[src/common/pec_map.vh]
/*
 * register offsets, field positions, event class codes and reset values
 * of the performance event counter block. definitions only.
 */
// How it works
// (RULE1) in whole-run mode counting starts when the program runs and stops at any break.
// (RULE2) in mode one-to-two the window opens at break condition one and closes at two.
// (RULE3) in mode two-to-one the window opens at break condition two and closes at one.
// (RULE4) window break conditions never halt the program; a halt request is masked.
// (RULE5) four channels count at the same time, each programmed on its own.
// (RULE6) each channel is disabled or selects one event class.
// (RULE7) unit-specific classes count only when that unit is present.
// (RULE8) a taken branch adds two to a branch counter.
// (RULE9) a cacheable-area access counts as cacheable even if not cached.
// (RULE10) counters advance only while the cpu clock runs (clock enable).
// (RULE11) each channel result is a 32-bit readable value.
// (RULE12) overflow past the maximum is detected and shown.
// (RULE13) an initialize request clears all results.
// (RULE14) the debugger programs start and end conditions before running.
// (RULE15) a window mode with no channel enabled is refused as an error.
// (RULE16) the debugger does not single-step in a window mode.
// (RULE17) overflow stays set until initialize and the counter saturates.
`ifndef PEC_MAP_VH
`define PEC_MAP_VH

`define PEC_OFF_CTRL 12'h000
`define PEC_OFF_STAT 12'h004
`define PEC_OFF_IRQ_STAT 12'h008
`define PEC_OFF_IRQ_MASK 12'h00c
`define PEC_OFF_SEL 12'h010
`define PEC_OFF_CNT0 12'h020

// ctrl fields
`define PEC_CTRL_MODE_LO 0
`define PEC_CTRL_MODE_HI 1
`define PEC_CTRL_INIT 4
`define PEC_CTRL_RESET 32'h0000_0000

`define PEC_MODE_RUN 2'h0
`define PEC_MODE_1TO2 2'h1
`define PEC_MODE_2TO1 2'h2

// status fields
`define PEC_STAT_WIN 0
`define PEC_STAT_ERR 1
`define PEC_STAT_OVF_LO 4

// irq bits: overflow per channel, then window close, then setup error
`define PEC_IRQ_CLOSE 4
`define PEC_IRQ_ERR 5
`define PEC_IRQ_W 6

// event classes, 5 bits per channel in sel register
`define PEC_SEL_W 5
`define PEC_EV_OFF 5'h00
`define PEC_EV_TIME 5'h01
`define PEC_EV_STATES 5'h02
`define PEC_EV_BRANCH 5'h03
`define PEC_EV_INSN 5'h04
`define PEC_EV_DSP 5'h05
`define PEC_EV_EXC 5'h06
`define PEC_EV_INT 5'h07
`define PEC_EV_ICMISS 5'h08
`define PEC_EV_DCMISS 5'h09
`define PEC_EV_STALL 5'h0a
`define PEC_EV_DTLB 5'h0b
`define PEC_EV_ITLB 5'h0c
`define PEC_EV_XYSTALL 5'h0d
`define PEC_EV_USTALL 5'h0e
`define PEC_EV_CC_CYC 5'h0f
`define PEC_EV_NC_CYC 5'h10
`define PEC_EV_CC_CNT 5'h11
`define PEC_EV_NC_CNT 5'h12

`endif

[src/rtl/pec_top.v]
/*
 * performance event counters: four channels, window control, apb
 * register file and overflow/close/error interrupt.
 * assumes cpu event strobes, run and break inputs synchronous to sys_clk_i;
 * ce_i low models the cpu clock halted in sleep.
 */
`timescale 1ns/1ps
`include "pec_map.vh"
module pec_top #(
  parameter NCH = 4,
  parameter HAS_DSP = 1,
  parameter HAS_MMU = 1,
  parameter HAS_XY = 1,
  parameter HAS_U = 1
) (
  input wire sys_clk_i,
  input wire reset_n_i,
  input wire ce_i,
  input wire psel_i,
  input wire penable_i,
  input wire pwrite_i,
  input wire [11:0] paddr_i,
  input wire [31:0] pwdata_i,
  output reg [31:0] prdata_o,
  output reg pready_o,
  output reg pslverr_o,
  input wire run_start_i,
  input wire any_break_i,
  input wire brk1_i,
  input wire brk2_i,
  input wire brk_halt_req_i,
  input wire tick_i,
  input wire state_i,
  input wire branch_i,
  input wire insn_i,
  input wire dsp_insn_i,
  input wire exc_i,
  input wire int_i,
  input wire icache_miss_i,
  input wire dcache_miss_i,
  input wire stall_i,
  input wire dtlb_miss_i,
  input wire itlb_miss_i,
  input wire xy_stall_i,
  input wire u_stall_i,
  input wire acc_cyc_i,
  input wire acc_start_i,
  input wire area_cacheable_i,
  output reg cpu_halt_o,
  output reg window_open_o,
  output reg irq_o
);
  reg [1:0] mode;
  reg [`PEC_SEL_W*NCH-1:0] sel;
  reg [`PEC_IRQ_W-1:0] irq_stat;
  reg [`PEC_IRQ_W-1:0] irq_mask;
  reg setup_err;
  reg init_req;
  reg ovf_q;
  wire [NCH-1:0] ovf;
  wire [32*NCH-1:0] counts;
  wire [18:0] ev;
  wire win_open;
  wire win_close;
  wire any_sel;
  wire arm_ok;
  wire wr;
  wire rd;
  wire is_win_mode;
  wire [NCH-1:0] ovf_rise;
  reg [NCH-1:0] ovf_prev;
  reg [`PEC_IRQ_W-1:0] next_irq_stat;
  reg [31:0] next_rdata;
  reg next_err;
  integer k;

  // cacheable class is the area's, not what the tlb did with it
  assign ev[`PEC_EV_OFF] = 1'b0;
  assign ev[`PEC_EV_TIME] = 1'b1;
  assign ev[`PEC_EV_STATES] = state_i;
  assign ev[`PEC_EV_BRANCH] = branch_i;
  assign ev[`PEC_EV_INSN] = insn_i;
  assign ev[`PEC_EV_DSP] = dsp_insn_i;
  assign ev[`PEC_EV_EXC] = exc_i;
  assign ev[`PEC_EV_INT] = int_i;
  assign ev[`PEC_EV_ICMISS] = icache_miss_i;
  assign ev[`PEC_EV_DCMISS] = dcache_miss_i;
  assign ev[`PEC_EV_STALL] = stall_i;
  assign ev[`PEC_EV_DTLB] = dtlb_miss_i;
  assign ev[`PEC_EV_ITLB] = itlb_miss_i;
  assign ev[`PEC_EV_XYSTALL] = xy_stall_i;
  assign ev[`PEC_EV_USTALL] = u_stall_i;
  assign ev[`PEC_EV_CC_CYC] = acc_cyc_i & area_cacheable_i; // RULE9
  assign ev[`PEC_EV_NC_CYC] = acc_cyc_i & ~area_cacheable_i;
  assign ev[`PEC_EV_CC_CNT] = acc_start_i & area_cacheable_i;
  assign ev[`PEC_EV_NC_CNT] = acc_start_i & ~area_cacheable_i;

  assign is_win_mode = (mode == `PEC_MODE_1TO2) ||
    (mode == `PEC_MODE_2TO1);
  assign any_sel = |sel;
  // an empty window setup never arms
  assign arm_ok = !(is_win_mode && !any_sel); // RULE15

  pec_window u_win (
    .sys_clk_i(sys_clk_i),
    .reset_n_i(reset_n_i),
    .ce_i(ce_i),
    .mode_i(mode),
    .arm_ok_i(arm_ok),
    .run_start_i(run_start_i),
    .any_break_i(any_break_i),
    .brk1_i(brk1_i),
    .brk2_i(brk2_i),
    .open_o(win_open),
    .close_o(win_close)
  );

  genvar g;
  generate
    for (g = 0; g < NCH; g = g + 1) begin : ch
      pec_counter #(
        .WIDTH(32),
        .HAS_DSP(HAS_DSP),
        .HAS_MMU(HAS_MMU),
        .HAS_XY(HAS_XY),
        .HAS_U(HAS_U)
      ) u_cnt (
        .sys_clk_i(sys_clk_i),
        .reset_n_i(reset_n_i),
        .ce_i(ce_i),
        .count_en_i(win_open), // RULE5
        .init_i(init_req),
        .sel_i(sel[`PEC_SEL_W*g +: `PEC_SEL_W]),
        .ev_i(ev),
        .count_o(counts[32*g +: 32]),
        .ovf_o(ovf[g])
      );
    end
  endgenerate

  assign wr = psel_i & penable_i & pwrite_i & pready_o;
  assign rd = psel_i & ~penable_i & ~pwrite_i;
  assign ovf_rise = ovf & ~ovf_prev;

  always @* begin
    next_err = 1'b0;
    next_rdata = 32'h0000_0000;
    case (paddr_i)
      `PEC_OFF_CTRL: next_rdata = {30'h0, mode};
      `PEC_OFF_STAT: next_rdata = {{(32-`PEC_STAT_OVF_LO-NCH){1'b0}}, ovf,
        2'h0, setup_err, win_open};
      `PEC_OFF_IRQ_STAT: next_rdata = {{(32-`PEC_IRQ_W){1'b0}}, irq_stat};
      `PEC_OFF_IRQ_MASK: next_rdata = {{(32-`PEC_IRQ_W){1'b0}}, irq_mask};
      `PEC_OFF_SEL: next_rdata = {{(32-`PEC_SEL_W*NCH){1'b0}}, sel};
      default: begin
        if (paddr_i[11:4] == `PEC_OFF_CNT0 >> 4 &&
            paddr_i[3:2] < NCH && paddr_i[1:0] == 2'h0) begin
          next_rdata = counts[32*paddr_i[3:2] +: 32]; // RULE11
        end else begin
          next_err = 1'b1;
        end
      end
    endcase
    // set wins over the write-one clear
    next_irq_stat = irq_stat;
    if (wr && paddr_i == `PEC_OFF_IRQ_STAT) begin
      next_irq_stat = irq_stat & ~pwdata_i[`PEC_IRQ_W-1:0];
    end
    for (k = 0; k < NCH; k = k + 1) begin
      if (ovf_rise[k]) begin
        next_irq_stat[k] = 1'b1;
      end
    end
    if (win_close) begin
      next_irq_stat[`PEC_IRQ_CLOSE] = 1'b1;
    end
    if (wr && paddr_i == `PEC_OFF_CTRL && !any_sel &&
        (pwdata_i[1:0] == `PEC_MODE_1TO2 ||
        pwdata_i[1:0] == `PEC_MODE_2TO1)) begin
      next_irq_stat[`PEC_IRQ_ERR] = 1'b1;
    end
  end

  always @(posedge sys_clk_i) begin
    if (!reset_n_i) begin
      mode <= `PEC_MODE_RUN;
      sel <= {(`PEC_SEL_W*NCH){1'b0}};
      irq_stat <= {`PEC_IRQ_W{1'b0}};
      irq_mask <= {`PEC_IRQ_W{1'b0}};
      setup_err <= 1'b0;
      init_req <= 1'b0;
      ovf_prev <= {NCH{1'b0}};
      prdata_o <= 32'h0000_0000;
      pready_o <= 1'b0;
      pslverr_o <= 1'b0;
      cpu_halt_o <= 1'b0;
      window_open_o <= 1'b0;
      irq_o <= 1'b0;
    end else if (ce_i) begin
      // no wait state: setup cycle decodes, access answers
      pready_o <= psel_i & ~penable_i;
      pslverr_o <= psel_i & ~penable_i & next_err;
      // writes and refused accesses return zero read data
      if (psel_i && !penable_i) begin
        prdata_o <= rd ? next_rdata : 32'h0000_0000;
      end
      if (init_req) begin
        init_req <= 1'b0;
      end
      if (wr && !next_err) begin
        case (paddr_i)
          `PEC_OFF_CTRL: begin
            if (pwdata_i[`PEC_CTRL_INIT]) begin
              init_req <= 1'b1; // RULE13
            end
            if (is_win_mode ? 1'b1 : 1'b1) begin
              if (!any_sel && (pwdata_i[1:0] == `PEC_MODE_1TO2 ||
                  pwdata_i[1:0] == `PEC_MODE_2TO1)) begin
                setup_err <= 1'b1; // RULE15
              end else begin
                mode <= pwdata_i[1:0];
                setup_err <= 1'b0;
              end
            end
          end
          `PEC_OFF_IRQ_MASK: irq_mask <= pwdata_i[`PEC_IRQ_W-1:0];
          `PEC_OFF_SEL: sel <= pwdata_i[`PEC_SEL_W*NCH-1:0];
          default: begin
          end
        endcase
      end
      irq_stat <= next_irq_stat;
      irq_o <= |(next_irq_stat & irq_mask);
      ovf_prev <= ovf;
      window_open_o <= win_open;
      // window breaks feed the counters only, never the halt
      cpu_halt_o <= brk_halt_req_i &
        !(is_win_mode && (brk1_i || brk2_i)); // RULE4
    end
  end
endmodule

[src/rtl/pec_window.v]
/*
 * measurement window control: opens and closes the counting window
 * from run state and the two break conditions.
 * assumes run and break inputs are synchronous single-cycle levels.
 */
`timescale 1ns/1ps
`include "pec_map.vh"
module pec_window (
  input wire sys_clk_i,
  input wire reset_n_i,
  input wire ce_i,
  input wire [1:0] mode_i,
  input wire arm_ok_i,
  input wire run_start_i,
  input wire any_break_i,
  input wire brk1_i,
  input wire brk2_i,
  output reg open_o,
  output wire close_o
);
  wire is_run;
  wire open_ev;
  wire close_ev;
  assign is_run = (mode_i == `PEC_MODE_RUN);
  assign open_ev = arm_ok_i & (is_run ? run_start_i : // RULE1
    (mode_i == `PEC_MODE_1TO2) ? brk1_i : // RULE2
    (mode_i == `PEC_MODE_2TO1) ? brk2_i : 1'b0); // RULE3
  assign close_ev = is_run ? any_break_i :
    (mode_i == `PEC_MODE_1TO2) ? brk2_i :
    (mode_i == `PEC_MODE_2TO1) ? brk1_i : 1'b0;
  assign close_o = open_o & close_ev & ce_i;

  always @(posedge sys_clk_i) begin
    if (!reset_n_i) begin
      open_o <= 1'b0;
    end else if (ce_i) begin // RULE10
      if (open_o && close_ev) begin
        open_o <= 1'b0;
      end else if (!open_o && open_ev) begin
        open_o <= 1'b1;
      end
    end
  end
endmodule

[src/rtl/pec_counter.v]
/*
 * one 32-bit event counter channel with saturating overflow flag.
 * assumes event inputs are one-cycle-per-event synchronous strobes.
 */
`timescale 1ns/1ps
`include "pec_map.vh"
module pec_counter #(
  parameter WIDTH = 32,
  parameter HAS_DSP = 1,
  parameter HAS_MMU = 1,
  parameter HAS_XY = 1,
  parameter HAS_U = 1
) (
  input wire sys_clk_i,
  input wire reset_n_i,
  input wire ce_i,
  input wire count_en_i,
  input wire init_i,
  input wire [4:0] sel_i,
  input wire [18:0] ev_i,
  output reg [WIDTH-1:0] count_o,
  output reg ovf_o
);
  reg [1:0] inc;
  reg present;
  wire [WIDTH:0] sum;

  always @* begin
    present = 1'b1;
    case (sel_i)
      `PEC_EV_DSP: present = (HAS_DSP != 0); // RULE7
      `PEC_EV_DTLB, `PEC_EV_ITLB: present = (HAS_MMU != 0);
      `PEC_EV_XYSTALL: present = (HAS_XY != 0);
      `PEC_EV_USTALL: present = (HAS_U != 0);
      default: present = 1'b1;
    endcase
    inc = 2'h0;
    if (sel_i != `PEC_EV_OFF && sel_i <= `PEC_EV_NC_CNT && present &&
        ev_i[sel_i]) begin // RULE6
      if (sel_i == `PEC_EV_BRANCH) begin
        inc = 2'h2; // RULE8
      end else begin
        inc = 2'h1;
      end
    end
  end

  assign sum = {1'b0, count_o} + {{(WIDTH-1){1'b0}}, inc};

  always @(posedge sys_clk_i) begin
    if (!reset_n_i) begin
      count_o <= {WIDTH{1'b0}};
      ovf_o <= 1'b0;
    end else if (ce_i) begin // RULE10
      if (init_i) begin
        count_o <= {WIDTH{1'b0}}; // RULE13
        ovf_o <= 1'b0;
      end else if (count_en_i && !ovf_o) begin
        if (sum[WIDTH]) begin
          count_o <= {WIDTH{1'b1}}; // RULE17
          ovf_o <= 1'b1; // RULE12
        end else begin
          count_o <= sum[WIDTH-1:0]; // RULE11
        end
      end
    end
  end
endmodule

[config.mk]
export PLATFORM = sky130hd
export DESIGN_NAME = pec_top
export DESIGN_NICKNAME = d
export VERILOG_FILES = /design/src/rtl/pec_top.v /design/src/rtl/pec_window.v /design/src/rtl/pec_counter.v
export VERILOG_INCLUDE_DIRS = /design/src /design/src/common
export SDC_FILE = /design/constraint.sdc
export NUM_CORES = 1
export LEC_CHECK = 0
export ABC_AREA = 1
export BUFFER_PORTS_ARGS = -buffer_cell sky130_fd_sc_hd__clkbuf_2
export CAP_MARGIN = 25
export CELL_PAD_IN_SITES_DETAIL_PLACEMENT = 1
export CELL_PAD_IN_SITES_GLOBAL_PLACEMENT = 1
export CORE_MARGIN = 2
export CORE_UTILIZATION = 39
export DETAILED_ROUTE_END_ITERATION = 6
export GPL_TIMING_DRIVEN = 0
export PLACE_DENSITY = 0.85
export REMOVE_ABC_BUFFERS = 1
export SYNTH_ARGS = -nofsm -noshare
export SYNTH_HDL_FRONTEND = slang
export SYNTH_HIERARCHICAL = 1
export SYNTH_SLANG_ARGS = --single-unit
export TNS_END_PERCENT = 5
[constraint.sdc]
create_clock -name sys_clk_i -period 2.9 [get_ports sys_clk_i]
set_clock_uncertainty 0.1 [all_clocks]
set_input_delay 0.145 -clock sys_clk_i [delete_from_list [all_inputs] [get_ports sys_clk_i]]
set_output_delay 0.145 -clock sys_clk_i [all_outputs]
set_load 0.01 [all_outputs]
==> results.txt, run 1 <==
worst hold margin: 74.7 ps
FP Rows: 72
Tcrit/Tclk final: 1.08
Final min period: 3150 ps
layout cells sized above 1: 0.203
Initial DRC Count: 1513
CTS tree: yes
Final nets: 2758
failing checks: negative setup slack
GR Overflow Total: 0
Finished Layout Cells: 3210
detailed-route via count: 18400
critical path class: flip-flop to flip-flop
Worst-path clk slew: 60 ps
pwr dens: 366 nW/µm²
worst hold stages: 6
worst r2r path cells: 19
remaining antenna violation count: 0
number of global-route vias before repair: 18700
Die Ht: 201 µm
slew margin rel.: 0.274
crit path DAT: 3540 ps
setup_tns: -18290 ps
RSZ-0062 raised after global routing: true
mapped cell area: 15100 µm²
CTS Buf Count: 26
Hold WC Path Type: input port to flip-flop
gpl congestion: 0.945
diodes inserted: 0
initial core utilization: 0.393
min setup slack post-route: -246 ps
die area: 40200 µm²
final setup vio count: 132
Hold Vio Cnt, Final: 0
Worst Setup Start Kind: flip-flop
Lkg Pwr: 7.91 nW
Post-Synthesis Cells: 2520
Synth Warn #: 6
largest net degree at the start of global routing: 41
Layout area overhead: 23.4%
most frequent cells in the layout: 922 x nand2_1, 300 x nor2_1, 221 x inv_1, 202 x dfxtp_1, 153 x nand3_1
Post-Route WL: 67.1 mm
Worst Tran Pin Value: 1090 ps
Total Routing Usage GR: 0.314
Port Buffers: 95
status: complete, but fails checks
vias per cell: 5.73
worst-case vdd ir drop: 439 µV
Sink Count: 210
Max Root-Sink Buffers: 3
Max H-tree Level: 1
CP endpoint kind: flip-flop
DP Cell Count: 3064
endpoint required time on the critical path: 3300 ps
max-cap violations: 0
boundary pin count: 109
drt drc: 0
clock latency on the worst-skew pair: 580 ps
DR WL/cell: 20.9 µm
number of slew-limit violations in the final report: 0
initial antenna violation count: 0
post-synthesis average cell area: 5.98 µm²
placed cell area: 16100 µm²
Die Span X: 201 µm
CORE AREA: 38400 µm²
DR pass1 iterations: 5
first-pass GRT wire length: 102 mm
fmax: 0.318 GHz
clock root cell: clkbuf_16
most common cell after layout, fill and taps aside: nand2_1
CP Max Fanout: 6
HPWL after detailed placement: 44.4 mm
post-route design area: 18600 µm²
-- registers in the layout (all words and copies together) (netlist names), 2 cells and up --
signal,cells
ch.u_cnt/count_o,128
ch.u_cnt/ovf_o,4
irq_mask,6
irq_stat,6
mode,2
ovf_prev,4
prdata_o,32
sel,20
-- metrics by stage --
step | power (W) | worst slack (ps) | util
detailed placement | 0.00336 | -1360 | 0.418
floorplan | 0.00314 | 6.26 | -
CTS | 0.00678 | -209 | 0.471
global placement | 0.00331 | -2280 | 0.410
global route | 0.00697 | -380 | 0.484
finish | 0.00680 | -246 | 0.484
-- per-layer routing --
| layer | track usage | vias to the layer above | part of all wire |
|---|---|---|---|
| met5 | 0 | - | 0 |
| met4 | 0.185 | 0 | 0.058 |
| li1 | - | 8358 | - |
| met3 | 0.0450 | 236 | 0.063 |
| met1 | 0.374 | 9050 | 0.40 |
| met2 | 0.538 | 754 | 0.48 |
-- worst max-delay path, cell delays in order (launching register included) --
cell      delay (ps)
dfxtp_4          370
buf_6            140
nor2_4           140
nand2_1           90
nand3_2           80
nand2_1           70
nand3_2          110
nand3_4           90
nor2_4           150
ha_4             160
inv_2             40
fa_2             380
nor2_4           180
nand2_4          110
nor2_4           110
buf_12           140
nand3b_4         170
nand2_1          160
nand2_1          100
a21oi_2          170
-- cell type report --
cell class	count	area (µm²)
Clock buffer	34	762
Clock inverter	12	115
Fill cell	5221	19800
Inverter	245	925
Multi-Input combinational cell	1999	10400
Sequential cell	210	4230
Tap cell	518	648
Timing Repair Buffer	192	1520
-- timing repair --
item / in CTS / in global routing
gates cloned: 16 / 0
hold endpoints to repair: 47 / 0
pin swaps: 61 / 66
buffers inserted: 32 / 24
hold buffers: 28 / 0
endpoints found under the setup margin: 145 / 144
gates resized for setup: 111 / 101
-- where the power goes --
group	total [W]	internal [W]	leakage, nW	switching [W]
Clock	0.00345	0.00201	0.437	0.00144
Sequential	0.00290	0.00289	1.70	0.0000119
Combinational	0.000451	0.000135	5.77	0.000316
-- final timing paths --
path | slack (ps) | from | end
worst min-delay path | 70 | paddr_i[6] | irq_mask[2]$_SDFFE_PN0P_
worst max register to register | -250 | sel[10]$_SDFFE_PN0P_ | ch[2].u_cnt/count_o[3]$_SDFFE_PN0P_
worst min register to register | 360 | ovf_prev[1]$_SDFFE_PN0P_ | ovf_prev[1]$_SDFFE_PN0P_
worst max-delay path | -250 | sel[10]$_SDFFE_PN0P_ | ch[2].u_cnt/count_o[3]$_SDFFE_PN0P_
Power figures use the tool's default switching activity.
==> run 2: changes to the inputs <==
--- a/config.mk
+++ b/config.mk
@@ -12,10 +12,10 @@
 export CELL_PAD_IN_SITES_DETAIL_PLACEMENT = 1
 export CELL_PAD_IN_SITES_GLOBAL_PLACEMENT = 1
 export CORE_MARGIN = 2
-export CORE_UTILIZATION = 39
+export CORE_UTILIZATION = 46
 export DETAILED_ROUTE_END_ITERATION = 6
 export GPL_TIMING_DRIVEN = 0
-export PLACE_DENSITY = 0.85
+export PLACE_DENSITY = 0.93
 export REMOVE_ABC_BUFFERS = 1
 export SYNTH_ARGS = -nofsm -noshare
 export SYNTH_HDL_FRONTEND = slang
==> constraint.sdc (replaced) <==
create_clock -name sys_clk_i -period 3.9 [get_ports sys_clk_i]
set_clock_uncertainty 0.1 [all_clocks]
set_input_delay 0.195 -clock sys_clk_i [delete_from_list [all_inputs] [get_ports sys_clk_i]]
set_output_delay 0.195 -clock sys_clk_i [all_outputs]
set_load 0.01 [all_outputs]
==> run 2 against run 1 <==
Compared with the run above: the run now ends clean; non-clock buffer count down 54; sequential share of layout area up 1.6 points; final cell count down 4.5%; wire length down 5.2%; critical path depth down 1; via count down 2.3%; global-route usage up 5.1 points; hold slack worse by 6.6 ps; register-to-register slack better by 440 ps; largest cell class unchanged; largest power group unchanged.
==> results.txt, run 2 (same netlist as run 1, synthesis figures left out) <==
status: complete, no violations
crit path DAT: 4060 ps
Layout area overhead: 14.5%
Hold WC Path Type: input port to flip-flop
drt drc: 0
Hold Vio Cnt, Final: 0
critical path class: flip-flop to flip-flop
Flop pwr share: 0.415
CORE AREA: 32400 µm²
Sink Count: 210
register name with the most flops: ch.u_cnt/count_o
Gate power share: 0.063
worst-case vdd ir drop: 311 µV
DR top layer: met4
RSZ-0062 raised after global routing: false
Max Root-Sink Buffers: 3
max reg flops: 128
layout cells sized above 1: 0.132
GR Overflow Total: 0
Die Ht: 185 µm
DR WL/cell: 20.7 µm
fmax: 0.270 GHz
CTS tree: yes
clock root cell: clkbuf_16
Final nets: 2690
boundary pin count: 109
biggest regs: ch.u_cnt/count_o: 128 flops, prdata_o: 32 flops, sel: 20 flops
Worst-path clk slew: 60 ps
Lkg Pwr: 7.22 nW
number of slew-limit violations in the final report: 0
diodes inserted: 0
Final min period: 3700 ps
number of global-route vias before repair: 18400
most common cell after layout, fill and taps aside: nand2_1
max-cap violations: 0
gpl congestion: 0.975
detailed-route via count: 18000
Tcrit/Tclk final: 0.949
CP Max Fanout: 11
min setup slack post-route: 198 ps
placed cell area: 16000 µm²
Die Span X: 185 µm
fillcell total: 4581
sw frac: 0.250
Finished Core Util: 0.533
Power Total: 0.00522 W
Worst Tran Pin Value: 999 ps
remaining antenna violation count: 0
HPWL after detailed placement: 44.7 mm
Total Routing Usage GR: 0.365
endpoint required time on the critical path: 4260 ps
Int Pwr: 0.00392 W
most frequent cells in the layout: 947 x nand2_1, 321 x nor2_1, 235 x inv_1, 204 x dfxtp_1, 174 x nand3_1
postcts setup bufs: 0
final setup vio count: 0
clock latency on the worst-skew pair: 560 ps
Post-Route WL: 63.6 mm
CTS Buf Count: 26
P_sw: 0.00130 W
vias per cell: 5.86
largest net degree at the start of global routing: 48
die area: 34200 µm²
post-route design area: 17300 µm²
met2 wire length: 30.7 mm
Worst Setup Start Kind: flip-flop
first-pass GRT wire length: 98.9 mm
clock power share: 0.522
slew margin rel.: 0.334
DR pass1 iterations: 6
CP endpoint kind: flip-flop
initial antenna violation count: 0
Initial DRC Count: 1558
M1 wire length: 24.8 mm
Port Buffers: 95
initial core utilization: 0.466
dpl ws: -445 ps
FP Rows: 66
met3 wire length: 4.87 mm
pwr dens: 302 nW/µm²
Max H-tree Level: 1
[run 2: area by class of cell]
type                            instances  area [µm²]  area share
Sequential cell                       210        4210       0.244
Clock inverter                         13         190      0.0110
Clock buffer                           34         742      0.0430
Timing Repair Buffer                  138        1080      0.0625
Tap cell                              442         553      0.0321
Inverter                              245         920      0.0533
Multi-Input combinational cell       1985        9560       0.554
[run 2: per-stage QoR]
step	hold WS, ps	TNS (ps)	instances
global route	93.8	0	3067
finish	68.1	0	3067
global placement	324	-18730	2975
floorplan	188	0	2438
detailed placement	337	-5050	2990
CTS	58.7	0	3063
[run 2: per-layer routing]
layer  vias to the layer above  global-route usage
met5                         -                   0
li1                       8183                   -
met3                       225              0.0661
met2                       815               0.629
met1                      8746               0.434
met4                         0               0.184
[run 2: power groups by stage]
| stage | registers [W] | clock network [W] | logic [W] |
|---|---|---|---|
| 2_1_floorplan | 0.00221 | 0 | 0.000126 |
| 3_3_place_gp | 0.00221 | 0 | 0.000246 |
| 3_5_place_dp | 0.00221 | 0 | 0.000291 |
| 4_1_cts | 0.00216 | 0.00272 | 0.000317 |
| 5_1_grt | 0.00216 | 0.00281 | 0.000349 |
| 6_report | 0.00216 | 0.00273 | 0.000328 |
[run 2: worst paths after layout]
check / from / to / slack [ps] / depth (start not counted)
hold reg to reg: ovf_prev[0]$_SDFFE_PN0P_ / ovf_prev[0]$_SDFFE_PN0P_ / 360 / 2
setup / recovery: sel[16]$_SDFFE_PN0P_ / ch[3].u_cnt/count_o[2]$_SDFFE_PN0P_ / 200 / 18
hold / removal: pwrite_i / prdata_o[3]$_SDFFE_PN0P_ / 70 / 4
setup reg to reg: sel[16]$_SDFFE_PN0P_ / ch[3].u_cnt/count_o[2]$_SDFFE_PN0P_ / 200 / 18
[run 2: timing repair]
item,in CTS,in global routing
resized for setup,0,11
hold buffers,26,0
hold endpoints to repair,31,0
setup endpoints to repair,0,91
[run 2: worst max-delay path, stage by stage (launching register included)]
cell	delay [ps]
dfxtp_2	420
inv_1	110
nor2_1	230
nand2_1	80
o21ai_0	140
nand2_1	140
nand2_1	110
nand3_1	120
nor2_2	200
ha_1	260
inv_1	70
fa_1	440
nor2_4	200
nand2_4	110
nor2_4	210
nand3b_4	250
nand2_1	150
nand2_1	70
a21oi_1	210
==> run 3: changes to the inputs <==
--- a/config.mk
+++ b/config.mk
@@ -7,15 +7,15 @@
 export NUM_CORES = 1
 export LEC_CHECK = 0
 export ABC_AREA = 1
-export BUFFER_PORTS_ARGS = -buffer_cell sky130_fd_sc_hd__clkbuf_2
 export CAP_MARGIN = 25
 export CELL_PAD_IN_SITES_DETAIL_PLACEMENT = 1
 export CELL_PAD_IN_SITES_GLOBAL_PLACEMENT = 1
-export CORE_MARGIN = 2
-export CORE_UTILIZATION = 46
+export CORE_ASPECT_RATIO = 1.25
+export CORE_UTILIZATION = 49
 export DETAILED_ROUTE_END_ITERATION = 6
+export DONT_BUFFER_PORTS = 1
 export GPL_TIMING_DRIVEN = 0
-export PLACE_DENSITY = 0.93
+export PLACE_DENSITY = 0.94
 export REMOVE_ABC_BUFFERS = 1
 export SYNTH_ARGS = -nofsm -noshare
 export SYNTH_HDL_FRONTEND = slang
==> run 3 against run 2 <==
Compared with the run above: largest cell class unchanged; combinational power is 13% lower; power is 8.5% lower; die area fell by 8.1%; sequential cell count stayed put; the run now ends with design-rule violations, negative setup slack left; global-route usage rose by 8.2 points; critical endpoint is now prdata_o[1]$_SDFFE_PN0P_; first-iteration DRC count is 38% higher; final cell count fell by 4.0%; core utilization rose by 2.1 points; highest routed layer is now met5; hold slack worse by 21 ps; clock-buffer cell count increased by 1.
==> results.txt, run 3 (same netlist as run 1, synthesis figures left out) <==
status: complete, but fails checks
failing checks: design-rule violations, negative setup slack
CTS Buf Count: 25
P_sw: 0.00128 W
most frequent cells in the layout: 947 x nand2_1, 321 x nor2_1, 235 x inv_1, 203 x dfxtp_1, 174 x nand3_1
pwr dens: 286 nW/µm²
crit path buf inv count: 4
drt drc: 1
CP top delay family: buffers and inverters
fmax: 0.254 GHz
initial antenna violation count: 5
remaining antenna violation count: 0
Hold WC Path Type: input port to flip-flop
first-pass GRT wire length: 110 mm
Port Buffers: 0
Max H-tree Level: 1
GR Overflow Total: 0
cell breakdown of the critical path: dlygate4sd3_1 > inv_2 > nor2_1 > nand2_1 > nor2_2 > buf_6 > inv_1 > a21oi_1 > nand2_1 > a21oi_1
clock power share: 0.486
most common cell after layout, fill and taps aside: nand2_1
endpoint required time on the critical path: 4250 ps
Initial DRC Count: 2144
Tcrit/Tclk final: 1.01
clock root cell: clkbuf_16
number of global-route vias before repair: 19600
layout cells sized above 1: 0.0964
Die Ht: 198 µm
die area: 31500 µm²
DR pass1 iterations: 7
CTS tree: yes
Top Usage Layer GRT: met2
critical path class: input port to flip-flop
detailed-route via count: 18900
Final min period: 3940 ps
worst-case vdd ir drop: 435 µV
gpl congestion: 0.956
initial core utilization: 0.499
Gate power share: 0.060
post-route design area: 16700 µm²
biggest regs: ch.u_cnt/count_o: 128 flops, prdata_o: 32 flops, sel: 20 flops
slew margin rel.: 0.274
Worst Tran Pin Value: 1090 ps
Layout area overhead: 10.9%
largest net degree at the start of global routing: 48
Worst-path clk slew: 70 ps
met3 Use GR: 0.125
highest-delay cell along the critical path: dlygate4sd3_1
min setup slack post-route: -35.4 ps
FP Rows: 71
Worst Setup Start Kind: input port
CP endpoint kind: flip-flop
boundary pin count: 109
Post-Route WL: 72.1 mm
Sink Count: 210
crit path DAT: 4290 ps
Max Root-Sink Buffers: 3
Die Span X: 159 µm
Int Pwr: 0.00349 W
clock latency on the worst-skew pair: 560 ps
DR WL/cell: 24.5 µm
Lkg Pwr: 6.84 nW
met1 Track Usage GR: 0.480
CP Max Fanout: 23
fillcell total: 4268
number of slew-limit violations in the final report: 0
max reg flops: 128
CP peak stage delay: 970 ps
final setup vio count: 1
Flop pwr share: 0.454
register name with the most flops: ch.u_cnt/count_o
HPWL after detailed placement: 43.8 mm
RSZ-0062 raised after global routing: true
met2 usage: 0.733
vias per cell: 6.43
CORE AREA: 30200 µm²
max-cap violations: 0
Final nets: 2613
Hold Vio Cnt, Final: 0
dpl ws: 126 ps
Total Routing Usage GR: 0.446
placed cell area: 15400 µm²
sw frac: 0.269
-- run 3: final timing paths --
kind,start,end,slack (ps),cells after the start
setup / recovery,ce_i,prdata_o[1]$_SDFFE_PN0P_,-40,10
hold reg to reg,ovf_prev[2]$_SDFFE_PN0P_,ovf_prev[2]$_SDFFE_PN0P_,380,2
hold / removal,paddr_i[6],irq_mask[2]$_SDFFE_PN0P_,50,5
setup reg to reg,sel[10]$_SDFFE_PN0P_,ch[2].u_cnt/count_o[5]$_SDFFE_PN0P_,30,20
-- run 3: metrics by stage --
step	util	total power (W)	TNS [ps]	instances	hold WS [ps]
3_3_place_gp	0.500	0.00239	-2110	2839	197
4_1_cts	0.550	0.00470	0	2937	15.8
5_1_grt	0.553	0.00483	-318	2942	49.0
2_1_floorplan	-	0.00233	0	2438	188
3_5_place_dp	0.510	0.00243	0	2853	200
6_report	0.554	0.00477	-35.4	2944	46.7
-- run 3: power groups by stage --
stage	logic (W)	clock network [W]	registers, W
finish	0.000286	0.00232	0.00217
global route	0.000296	0.00237	0.00217
CTS	0.000265	0.00227	0.00217
detailed placement	0.000220	0	0.00221
global placement	0.000181	0	0.00221
floorplan	0.000126	0	0.00221
-- run 3: cell type report --
class	instances	area, µm²	area share
Multi-Input combinational cell	1987	9610	0.574
Sequential cell	210	4210	0.252
Inverter	245	920	0.0550
Timing Repair Buffer	60	739	0.0442
Clock buffer	35	713	0.0426
Tap cell	401	502	0.0300
Clock inverter	4	23.8	0.00142
Antenna cell	2	5.00	0.000299
-- run 3: what timing repair did --
action / 4_1_cts / 5_1_grt
endpoints found under the hold margin: 57 / 0
hold buffers: 45 / 0
gates resized for setup: 0 / 16
buffers inserted: 0 / 0
endpoints found under the setup margin: 0 / 91
-- run 3: tightest hold or removal path, cell delays in order --
cell     delay, ps
nor2_2          40
nand2_2        130
nor4_2         110
nand3_1         90
a21oi_1         60
-- run 3: layer usage --
metal | up-vias | routed length, µm
li1 | 8031 | -
met1 | 9054 | 25100
met2 | 1294 | 32800
met3 | 548 | 7470
met4 | 4 | 6710
met5 | - | 23
